`src/perf_sel_defs.svh`:
```
`ifndef PERF_SEL_DEFS_SVH
`define PERF_SEL_DEFS_SVH

`define EVT_DISPATCH_PORT 8'hA1
`define EVT_DECODE 8'hAA
`define EVT_STACK_PTR 8'hAB
`define EVT_SIMD_ALL 8'hB0
`define EVT_SIMD_SAT 8'hB1
`define EVT_SIMD_TYPE 8'hB3

`define UM_NONE 8'h00
`define UM_PORT3 8'h08
`define UM_PORT4 8'h10
`define UM_PORT5 8'h20
`define UM_DECODED 8'h01
`define UM_COMPLEX 8'h08
`define UM_SP_SYNC 8'h01
`define UM_SP_ADDS 8'h02
`define UM_SIMD_MUL 8'h01
`define UM_SIMD_SHIFT 8'h02
`define UM_SIMD_PACK 8'h04
`define UM_SIMD_UNPACK 8'h08
`define UM_SIMD_LOGICAL 8'h10

`define DECODE_WIDTH 3
`define DECODE_CNT_W 2
`define SIMD_WIDTH 3
`define SIMD_CNT_W 2
`define INC_W 3

`endif

```
`src/perf_sel_pkg.sv`:
```
package perf_sel_pkg;
  typedef enum logic [3:0] {
    sel_none = 4'b0000,
    sel_port3 = 4'b0001,
    sel_port4 = 4'b0010,
    sel_port5 = 4'b0011,
    sel_decoded = 4'b0100,
    sel_complex = 4'b0101,
    sel_sp_sync = 4'b0110,
    sel_sp_adds = 4'b0111,
    sel_simd_all = 4'b1000,
    sel_simd_sat = 4'b1001,
    sel_simd_mul = 4'b1010,
    sel_simd_shift = 4'b1011,
    sel_simd_pack = 4'b1100,
    sel_simd_unpack = 4'b1101,
    sel_simd_logical = 4'b1110
  } event_sel_e;
endpackage

```
`src/lane_count.sv`:
```
`timescale 1ns/1ps
// Counts the set bits of a strobe vector.
module lane_count #(
  parameter int WIDTH = 3,
  parameter int CNT_W = 2
) (
  input wire logic [WIDTH-1:0] lanes_i,
  output logic [CNT_W-1:0] count_o
);
  always_comb
  begin
    count_o = '0;
    for (int i = 0; i < WIDTH; i++)
    begin
      count_o = count_o + CNT_W'(lanes_i[i]);
    end
  end
endmodule

```
`src/perf_event_select_decode.sv`:
```
`timescale 1ns/1ps
`include "perf_sel_defs.svh"
// Overview of operation
// - Dispatch event with masks 08H/10H/20H counts cycles port 3/4/5 dispatches.
// - Per-port events add at most one per cycle; software uses counter zero.
// - AAH/01H counts every decoded instruction, even never executed or retired.
// - AAH/08H counts complex instructions decoded; at most one per cycle.
// - ABH/01H counts explicit stack pointer use after implicit change.
// - ABH/02H counts stack pointer additions done by the decoder itself.
// - B0H/00H counts all SIMD micro-ops except 64/32-bit register-to-memory moves.
// - B1H/00H counts saturating SIMD micro-ops as they execute.
// - B3H masks 01H/02H/04H select multiply, shift and pack micro-ops.
// - B3H masks 08H/10H select unpack and logical micro-ops.
module perf_event_select_decode
  import perf_sel_pkg::*;
(
  input wire logic clock_i,
  input wire logic rst_i,
  input wire logic [7:0] event_num_i,
  input wire logic [7:0] unit_mask_i,
  input wire logic port3_dispatch_i,
  input wire logic port4_dispatch_i,
  input wire logic port5_dispatch_i,
  input wire logic [`DECODE_WIDTH-1:0] decoded_i,
  input wire logic complex_decoded_i,
  input wire logic stack_pointer_sync_i,
  input wire logic stack_pointer_auto_add_i,
  input wire logic [`SIMD_WIDTH-1:0] simd_exec_i,
  input wire logic [`SIMD_WIDTH-1:0] simd_move_store_i,
  input wire logic [`SIMD_WIDTH-1:0] simd_saturating_i,
  input wire logic [`SIMD_WIDTH-1:0] simd_multiply_i,
  input wire logic [`SIMD_WIDTH-1:0] simd_shift_i,
  input wire logic [`SIMD_WIDTH-1:0] simd_pack_i,
  input wire logic [`SIMD_WIDTH-1:0] simd_unpack_i,
  input wire logic [`SIMD_WIDTH-1:0] simd_logical_i,
  output logic [`INC_W-1:0] increment_o,
  output logic event_valid_o
);
  event_sel_e selected;
  event_sel_e next_selected;
  logic [`DECODE_CNT_W-1:0] decoded_count;
  logic [`SIMD_CNT_W-1:0] simd_count;
  logic [`SIMD_CNT_W-1:0] sel_simd_count;
  logic [`SIMD_WIDTH-1:0] simd_lanes;
  logic [`INC_W-1:0] next_increment;

  // Decode runs every cycle so a reprogrammed pair takes effect one cycle later.
  always_comb
  begin
    next_selected = sel_none;
    if (event_num_i == `EVT_DISPATCH_PORT && unit_mask_i == `UM_PORT3)
      next_selected = sel_port3;
    else if (event_num_i == `EVT_DISPATCH_PORT && unit_mask_i == `UM_PORT4)
      next_selected = sel_port4;
    else if (event_num_i == `EVT_DISPATCH_PORT && unit_mask_i == `UM_PORT5)
      next_selected = sel_port5;
    else if (event_num_i == `EVT_DECODE && unit_mask_i == `UM_DECODED)
      next_selected = sel_decoded;
    else if (event_num_i == `EVT_DECODE && unit_mask_i == `UM_COMPLEX)
      next_selected = sel_complex;
    else if (event_num_i == `EVT_STACK_PTR && unit_mask_i == `UM_SP_SYNC)
      next_selected = sel_sp_sync;
    else if (event_num_i == `EVT_STACK_PTR && unit_mask_i == `UM_SP_ADDS)
      next_selected = sel_sp_adds;
    else if (event_num_i == `EVT_SIMD_ALL && unit_mask_i == `UM_NONE)
      next_selected = sel_simd_all;
    else if (event_num_i == `EVT_SIMD_SAT && unit_mask_i == `UM_NONE)
      next_selected = sel_simd_sat;
    else if (event_num_i == `EVT_SIMD_TYPE && unit_mask_i == `UM_SIMD_MUL)
      next_selected = sel_simd_mul;
    else if (event_num_i == `EVT_SIMD_TYPE && unit_mask_i == `UM_SIMD_SHIFT)
      next_selected = sel_simd_shift;
    else if (event_num_i == `EVT_SIMD_TYPE && unit_mask_i == `UM_SIMD_PACK)
      next_selected = sel_simd_pack;
    else if (event_num_i == `EVT_SIMD_TYPE && unit_mask_i == `UM_SIMD_UNPACK)
      next_selected = sel_simd_unpack;
    else if (event_num_i == `EVT_SIMD_TYPE && unit_mask_i == `UM_SIMD_LOGICAL)
      next_selected = sel_simd_logical;
  end

  // Registering the selection keeps a pair that changes mid-cycle from splitting one count.
  always_ff @(posedge clock_i or posedge rst_i)
  begin
    if (rst_i)
      selected <= sel_none;
    else
      selected <= next_selected;
  end

  lane_count #(
    .WIDTH(`DECODE_WIDTH),
    .CNT_W(`DECODE_CNT_W)
  ) u_decode_count (
    .lanes_i(decoded_i),
    .count_o(decoded_count)
  );

  always_comb
  begin
    simd_lanes = '0;
    case (selected)
      // Register-to-memory moves are masked out lane by lane.
      sel_simd_all: simd_lanes = simd_exec_i & ~simd_move_store_i;
      sel_simd_sat: simd_lanes = simd_saturating_i;
      sel_simd_mul: simd_lanes = simd_multiply_i;
      sel_simd_shift: simd_lanes = simd_shift_i;
      sel_simd_pack: simd_lanes = simd_pack_i;
      sel_simd_unpack: simd_lanes = simd_unpack_i;
      sel_simd_logical: simd_lanes = simd_logical_i;
      default: simd_lanes = '0;
    endcase
  end

  lane_count #(
    .WIDTH(`SIMD_WIDTH),
    .CNT_W(`SIMD_CNT_W)
  ) u_simd_count (
    .lanes_i(simd_lanes),
    .count_o(simd_count)
  );

  assign sel_simd_count = simd_count;

  always_comb
  begin
    next_increment = '0;
    case (selected)
      sel_port3: next_increment = `INC_W'(port3_dispatch_i);
      sel_port4: next_increment = `INC_W'(port4_dispatch_i);
      sel_port5: next_increment = `INC_W'(port5_dispatch_i);
      sel_decoded: next_increment = `INC_W'(decoded_count);
      // A single complex decoder means one strobe, never more than one per cycle.
      sel_complex: next_increment = `INC_W'(complex_decoded_i);
      sel_sp_sync: next_increment = `INC_W'(stack_pointer_sync_i);
      sel_sp_adds: next_increment = `INC_W'(stack_pointer_auto_add_i);
      sel_none: next_increment = '0;
      default: next_increment = `INC_W'(sel_simd_count);
    endcase
  end

  // A registered increment gives the counter one settled value per cycle, at one cycle of latency.
  always_ff @(posedge clock_i or posedge rst_i)
  begin
    if (rst_i)
      increment_o <= '0;
    else
      increment_o <= next_increment;
  end

  // Valid trails the selection by one edge so that it lines up with the increment it qualifies.
  always_ff @(posedge clock_i or posedge rst_i)
  begin
    if (rst_i)
      event_valid_o <= 1'b0;
    else
      event_valid_o <= (selected != sel_none);
  end
endmodule

```
`config.mk`:
```
export PLATFORM = sky130hd
export DESIGN_NAME = perf_event_select_decode
export DESIGN_NICKNAME = d
export VERILOG_FILES = /design/src/perf_sel_pkg.sv /design/src/lane_count.sv /design/src/perf_event_select_decode.sv
export VERILOG_INCLUDE_DIRS = /design/src
export SDC_FILE = /design/constraint.sdc
export NUM_CORES = 1
export LEC_CHECK = 0
export BUFFER_PORTS_ARGS = -buffer_cell sky130_fd_sc_hd__clkbuf_2
export CORE_ASPECT_RATIO = 1.5
export CORE_MARGIN = 10
export CORE_UTILIZATION = 46
export DETAILED_ROUTE_END_ITERATION = 12
export GPL_TIMING_DRIVEN = 0
export PLACE_DENSITY = 0.85
export RECOVER_POWER = 25
export SETUP_SLACK_MARGIN = 0.3
export SLEW_MARGIN = 20
export SYNTH_ARGS = -nofsm -noshare
export SYNTH_HDL_FRONTEND = slang
export SYNTH_HIERARCHICAL = 1
export SYNTH_SLANG_ARGS = --single-unit
export TNS_END_PERCENT = 100
```
`constraint.sdc`:
```
create_clock -name clock_i -period 4.3 [get_ports clock_i]
set_input_delay 0.215 -clock clock_i [delete_from_list [all_inputs] [get_ports clock_i]]
set_output_delay 0.215 -clock clock_i [all_outputs]
set_load 0.01 [all_outputs]
```
# Yosys cells after proc, flatten, opt, wreduce, memory -nomap -nowiden
# Index checks and enable logic that the tools add are counted.
# totals
reg_bits	8
wordCells	68
input_bits	51
out_inout_bits	4
# op_classes
add_sub_neg	4
muxes	16
n_eq_ne	26
bitwise	2
reduce_logical	17
# ops
operator	n
$mux 4	14
$eq 8x8->1 const B	6
$eq 4x4->1 const B	7
$pmux 3 s7	1
$eq 4x3->1 const B	4
$pmux 2 s8	1
$logic_and 1x1->1	14
$eq 4x2->1 const B	2
$eq 8x1->1 const B	1
$eq 8x2->1 const B	1
$eq 8x3->1 const B	1
$eq 8x4->1 const B	1
$eq 8x5->1 const B	1
$eq 8x6->1 const B	1
$logic_not 8->1	1
$add 1x1->2	2
$add 2x1->2	2
$eq 4x1->1 const B	1
$logic_not 4->1	1
$reduce_bool 4->1	1
$and 3x3->3	1
$not 3->3	1

# Logic depth before layout (Yosys ltp)
# Gate-level depths: netlist of the first run.
# logic_depth
word_depth	16
mapped_depth	8
depth_no_buf	7

# Cells and area by module
# Netlist of the first run, hierarchy kept.
# by_module_without_submodules
mod	n_inst	cells_per_inst	area_per_inst_um2	seq_area_each_um2
perf_event_select_decode	1	107	865.8	175.2
lane_count	2	1	20.0	0.0

# Least setup slack after synthesis of the first run
# Ideal clock, no wire load.
# synth_timing
path_kind	register to register
startpoint	register selected[1]
endpoint	register increment_o[0]
arrival_time_ns	1.937
setup_slack_ns	2.259
path_stages_with_launch	9
setup_ns	0.104
path_cell_list	dfrtp_1 buf_2 nor2_1 a222oi_1 nand2_1 o311a_1 fa_1 inv_1 a221oi_1
# synth_between
elab_chain_len	5
elab_cells_between_ends	19
classes_between	2 x add/sub; 14 x eq/ne; 2 x mux; 1 x reduce/logical
# synth_rtl
element	line_no	source
start, declared	perf_event_select_decode.sv:39	event_sel_e selected;
start signal, assigned	perf_event_select_decode.sv:85	selected <= sel_none;
start signal, assigned	perf_event_select_decode.sv:87	selected <= next_selected;
$eq 4x4->1	perf_event_select_decode.sv:101	case (selected)
$pmux 3 s7 (*)	perf_event_select_decode.sv:101	
net simd_lanes[0]	perf_event_select_decode.sv:44	logic [`SIMD_WIDTH-1:0] simd_lanes;
$add 1x1->2 (*)	lane_count.sv:15	count_o = count_o + CNT_W'(lanes_i[i]);
$add 2x1->2 (*)	lane_count.sv:15	
net sel_simd_count[0]	perf_event_select_decode.sv:43	logic [`SIMD_CNT_W-1:0] sel_simd_count;
$pmux 2 s8 (*)	perf_event_select_decode.sv:127	case (selected)
net next_increment[0]	perf_event_select_decode.sv:45	logic [`INC_W-1:0] next_increment;
end signal, assigned	perf_event_select_decode.sv:147	increment_o <= next_increment;
end, declared	perf_event_select_decode.sv:36	output logic [`INC_W-1:0] increment_o,
# The timed path passes the listed nets; every way through them passes the cells marked *.

# Worst setup path after layout of the first run
# Ends and elaborated chain as after synthesis.

==> impl_results.md, run 1 <==
* Hold path start: unit_mask_i[6]
* Min-delay worst type: input port to flop
* CTS Buffer Depth at 2
* Htree depth at 1
* Top Usage Layer GRT: met2
* WS Path Type: flop to flop
* Worst Path Arrival at 2.48 ns
* Cts bufs inserted at 3
* Worst setup SP type: flop
* Initial Utilization at 48.9%
* Setup Viol. Count Final at 0
* Worst-path clk slew at 0.05 ns
* Mux contribution to synthesized area at 8.15%
* Row cnt at 19
* RR Startpoint: selected[1]
* Status: completed
* Max Cap Violations at 0
* CTS Sinks at 7
* Simple-gate area share of the yosys netlist at 29.1%
* Worst-Skew Late Latency at 0.25 ns
* Largest net degree at the start of global routing at 11
* Port bufs at 48
* Largest family of logic cells by synthesized area: simple AND/OR/NAND/NOR gates
* Fin cells at 183
* Most common cell in the netlist: nor2_1
* Power Density at 150 nW/um^2
* Complex-gate fraction of the synthesized area at 24.0%
* Core area at 1850 um^2
* Final nets at 216
* Dpl cells at 178
* Max Slew Vio Count at 0
* Mapped Nets at 162
* Register area at 175 um^2
* CTS tree: yes
* Synth cell count leaders: nor2_1, dfrtp_1, nand2_1, buf_2
* Met3 usage at 4.60%
* Diode count at 0
* Worst slack, placed at 1.99 ns
* Yosys top cell area share at 19.3%
* Final-report hold violation count at 0
* Setup bufs post-CTS at 0
* DRT iter0 DRCs at 40
* Syn Inst Count at 109
* Area contributors post-synth: dfrtp_1, fa_1, mux2i_1
* Ports at 55
* Static power due to leakage at 0.568 nW
* Detail Route Antenna Nets at 0
* Post-synthesis cell area at 906 um^2
* Adder-cell area share of the yosys netlist at 4.42%
* Worst Reg-to-Reg Cells at 8
* Post-route DRC at 0
* Gr usage total at 12.9%
* XOR/XNOR Fraction of Synth Area at 6.77%
* Area Overhead vs Synth at 33.4%
* Fill cells at 177
* Placer's final routability congestion estimate at 0.908
* First-pass GRT wire length at 4.62 mm
* Crit path required time at 4.44 ns
* Top FF cell, synth: dfrtp_1
* Achievable clock frequency at 426 MHz
* Fin util at 65.2%
* Sequential fraction of the synthesis area at 19.3%
* Worst Skew at 0.00328 ns
* Dominant cell type by area after synthesis: dfrtp_1
* Vias in the first global route at 1139
* R2R setup slack at 1.95 ns
* Warnings, synthesis at 6
* Fin crit period at 2.35 ns
* FF+latch count, synth at 7
* R2r endpoint: increment_o[0]
* Routed vias at 1075
* DIE HEIGHT at 74.4 um
* Number of distinct library cells after synthesis at 49
* CP Capture Type: flop
* RSZ-0062 raised after global routing: no
* Hold Crit Depth at 3
* Final Hold Slack at 0.300 ns
* WL final at 2.79 mm
* Critical-path maximum fanout at 10
* Final period util at 54.6%
* Post-synth EDFFs at 0
* Initial antenna violation count at 0
* Peak VDD IR at 0.108 mV
* Grt met2 use at 24.6%
* Synth Area per Inst at 8.31 um^2
* Total negative slack at 0 ns
* Total congestion overflow at 0
* First drt pass iteration count at 4
* Worst Slack Setup Final at 1.95 ns
* Layout cell share with drive strength beyond 1 at 38.9%
* Async set or reset register ratio after synthesis at 100%
* Total die area at 4180 um^2
* Die width at 56.2 um
* Hpwl dp at 2.44 mm
* Vias per cell at 5.87
* Multi-input logic area at 661 um^2
* Hold Path End: selected[3]
* M1 GR Usage at 12.2%
* CTS root buf: clkbuf_4
* Average wire per standard cell at 15.2 um
==> power by group <==
part           internal, mW  switching, mW
combinational        0.0297         0.0269
clock                0.0353         0.0231
sequential           0.0660     0.00000881
total                 0.131         0.0500
==> worst max-delay path, cell delays in order (launching register included) <==
cell	delay [ns]
dfrtp_1	0.46
buf_2	0.27
nor2_1	0.10
a222oi_1	0.28
nand2_1	0.10
o311a_1	0.16
fa_1	0.54
inv_1	0.04
a221oi_1	0.29
==> state kept, by name (all words and copies together) (netlist names) <==
signal / count
event_valid_o: 1
increment_o: 2
selected: 4
==> timing repair <==
item | CTS | global route
endpoints found under the setup margin | 0 | 0
hold endpoints to repair | 7 | 0
gates resized for setup | 0 | 0
hold buffers | 1 | 0
==> routing by layer <==
metal,part of all wire (%),wire (um)
met4,2.0,56
met5,0,0
met2,51,1430
met3,9.7,270
met1,37,1030
==> worst max path at each step <==
stage / start / endpoint / slack [ns] / cells past startpoint
floorplan: selected[1] / increment_o[0] / 2.26 / 8
global placement: selected[1] / increment_o[0] / 1.99 / 8
detailed placement: selected[1] / increment_o[0] / 1.99 / 8
CTS: selected[1] / increment_o[0] / 1.96 / 8
global route: selected[1] / increment_o[0] / 1.88 / 8
finish: selected[1] / increment_o[0] / 1.95 / 8
==> logic make-up (layout without fill, tap and decap cells) <==
| kind of cell | Yosys count | in the layout |
|---|---|---|
| and+or+nand+nor | 44 | 44 |
| DFF | 7 | 7 |
| other | 1 | 1 |
| buffers and inverters | 14 | 67 |
| AOI/OAI and AO/OA | 28 | 28 |
| muxes | 6 | 6 |
| xor gates and xnor gates | 7 | 7 |
| adders and majority gates | 2 | 2 |
==> layout by cell type, fill, tap and decap left out, types with 4 or more instances in the layout <==
cell	count
clkbuf_2	48
nor2_1	9
nand2_1	7
dfrtp_1	7
buf_2	5
clkbuf_1	4
xor2_1	4
o21ai_0	4
inv_1	4
mux2i_1	4
==> cell type report <==
type	instances	share of cell area [%]
multi-input combinational	88	54.7
timing repair buffer	49	20.7
sequential	7	14.5
buffer	10	4.55
clock buffer	4	2.17
tap	21	2.17
inverter	4	1.24
==> stage by stage <==
stage / instance area, um^2 / total power, mW
final: 1210 / 0.181
after global routing: 1210 / 0.192
after CTS: 1210 / 0.183
after detailed placement: 1170 / 0.122
after global placement: 1170 / 0.120
after floorplan: 906 / 0.0945
Note: power is estimated with default switching activity, not from simulation.
==> run 2, diff against run 1 <==
CORE_UTILIZATION = 39   (was 46)
PLACE_DENSITY = 0.76   (was 0.85)
clock period = 2.1 ns   (was 4.3 ns; I/O delays follow)
==> impl_results.md, run 2 (same netlist as run 1, synthesis figures left out) <==
* Worst-Skew Late Latency at 0.24 ns
* First drt pass iteration count at 5
* DIE HEIGHT at 79.0 um
* Slew margin rel. at 64.2%
* Initial Utilization at 40.6%
* Static power due to leakage at 0.614 nW
* Top flop regs: selected x4, increment_o x2, event_valid_o x1
* Detail Route Antenna Nets at 0
* Htree depth at 1
* Row cnt at 21
* Die width at 59.4 um
* Final period util at 98.7%
* Largest net degree at the start of global routing at 11
* Ports at 55
* Least-Margin Pin Slew at 0.532 ns
* Hpwl dp at 2.47 mm
* Post-route DRC at 0
* Port bufs at 48
* CP Capture Type: flop
* Commonest non-fill, non-tap cell in the layout: clkbuf_2
* Cts bufs inserted at 3
* Worst Path Arrival at 2.22 ns
* Routed vias at 1103
* Vias in the first global route at 1145
* Min-delay worst type: input port to flop
* Max Cap Violations at 0
* Placer's final routability congestion estimate at 0.849
* Dpl cells at 180
* Critical path buffers and inverters at 2
* CP top delay family: compound AO/OA/AOI/OAI gates
* DRT iter0 DRCs at 52
* Final Cell Area at 1320 um^2
* Vias per cell at 5.72
* Final nets at 224
* Max Slew Vio Count at 0
* WS Path Type: flop to flop
* Power, Total at 367 uW
* CTS root buf: clkbuf_4
* Layout cell share with drive strength beyond 1 at 45.3%
* Critical Path, Cell by Cell: buf_4 > nor2b_4 > a222oi_1 > nand2_1 > o311a_1 > fa_1 > inv_1 > a221oi_2
* Status: completed
* CTS Sinks at 7
* Fin crit period at 2.07 ns
* Worst Slack Setup Final at 0.0282 ns
* Fin cells at 193
* Reg with most FFs: selected
* Slowest CP cell: fa_1
* Gr usage total at 12.6%
* Average wire per standard cell at 15.7 um
* WL final at 3.04 mm
* Area Overhead vs Synth at 45.2%
* Worst slack, placed at -0.0321 ns
* Total die area at 4690 um^2
* Crit-path max cell delay at 0.51 ns
* Setup Viol. Count Final at 0
* Power Density at 279 nW/um^2
* Total negative slack at 0 ns
* Achievable clock frequency at 483 MHz
* Worst-path clk slew at 0.05 ns
* Final-report hold violation count at 0
* Core area at 2230 um^2
* CTS Buffer Depth at 2
* Worst setup SP type: flop
* Total congestion overflow at 0
* Peak VDD IR at 0.173 mV
* Initial antenna violation count at 0
* Diode count at 0
* DP Area at 1220 um^2
* Largest register FFs at 4
* CTS tree: yes
* Most frequent cells in the layout: clkbuf_2, nor2_1, nand2_1, buf_4, dfrtp_1
* First-pass GRT wire length at 4.88 mm
* Crit path required time at 2.24 ns
* RSZ-0062 raised after global routing: yes
* Critical-path maximum fanout at 7
* Worst Skew at 0.000195 ns
[run 2: cell count changes in the layout (fill, tap and decap cells not counted), sizes merged]
cell,before,now
buf,7,15
[run 2: final cells by class]
class | count | area (um^2)
repair buffers | 57 | 312
well taps | 23 | 28.8
flip-flops and latches | 7 | 178
plain buffers | 10 | 67.6
inverters | 4 | 15.0
multi-input cells | 88 | 688
fillers | 208 | 918
clock buffers | 4 | 26.3
[run 2: final timing paths]
check,from,end,slack (ns),cells after the start
worst max register to register,selected[1],increment_o[0],0.03,8
worst min register to register,selected[1],event_valid_o,0.70,3
min in group asynchronous,rst_i,increment_o[0],0.32,3
worst max-delay path,selected[1],increment_o[0],0.03,8
worst min-delay path,unit_mask_i[6],selected[3],0.19,3
max in group asynchronous,rst_i,selected[2],1.56,3
[run 2: stage by stage]
stage	hold slack, ns	utilization, %
2_1_floorplan	-0.0917	-
3_5_place_dp	0.0258	54.5
5_1_grt	0.187	58.9
4_1_cts	0.176	58.5
3_3_place_gp	0.0223	54.5
6_report	0.192	58.9
[run 2: metal layers]
| metal | routed length, um | track usage, % | up-vias | share of wire (%) |
|---|---|---|---|---|
| met1 | 1050 | 11.2 | 491 | 34 |
| li1 | - | - | 540 | - |
| met4 | 29 | 5.07 | 0 | 0.95 |
| met5 | 0 | 0 | - | 0 |
| met2 | 1550 | 22.7 | 68 | 51 |
| met3 | 410 | 6.53 | 4 | 13 |
[run 2: power by group]
group          internal (mW)  switching (mW)
clock network         0.0720          0.0413
registers              0.135       0.0000217
logic                 0.0612          0.0570
[run 2: worst reg2reg max path: stages, from the launching register on]
cell,delay (ns)
dfrtp_2,0.42
buf_4,0.14
nor2b_4,0.04
a222oi_1,0.32
nand2_1,0.09
o311a_1,0.16
fa_1,0.51
inv_1,0.05
a221oi_2,0.24
[run 2: what timing repair did]
action                                  in CTS  in global routing
resized for setup                            2                  0
gates cloned                                 2                  0
buffers inserted                             5                  1
hold buffers                                 1                  0
endpoints found under the hold margin        7                  0
pin swaps                                    7                  3
endpoints found under the setup margin       2                  2
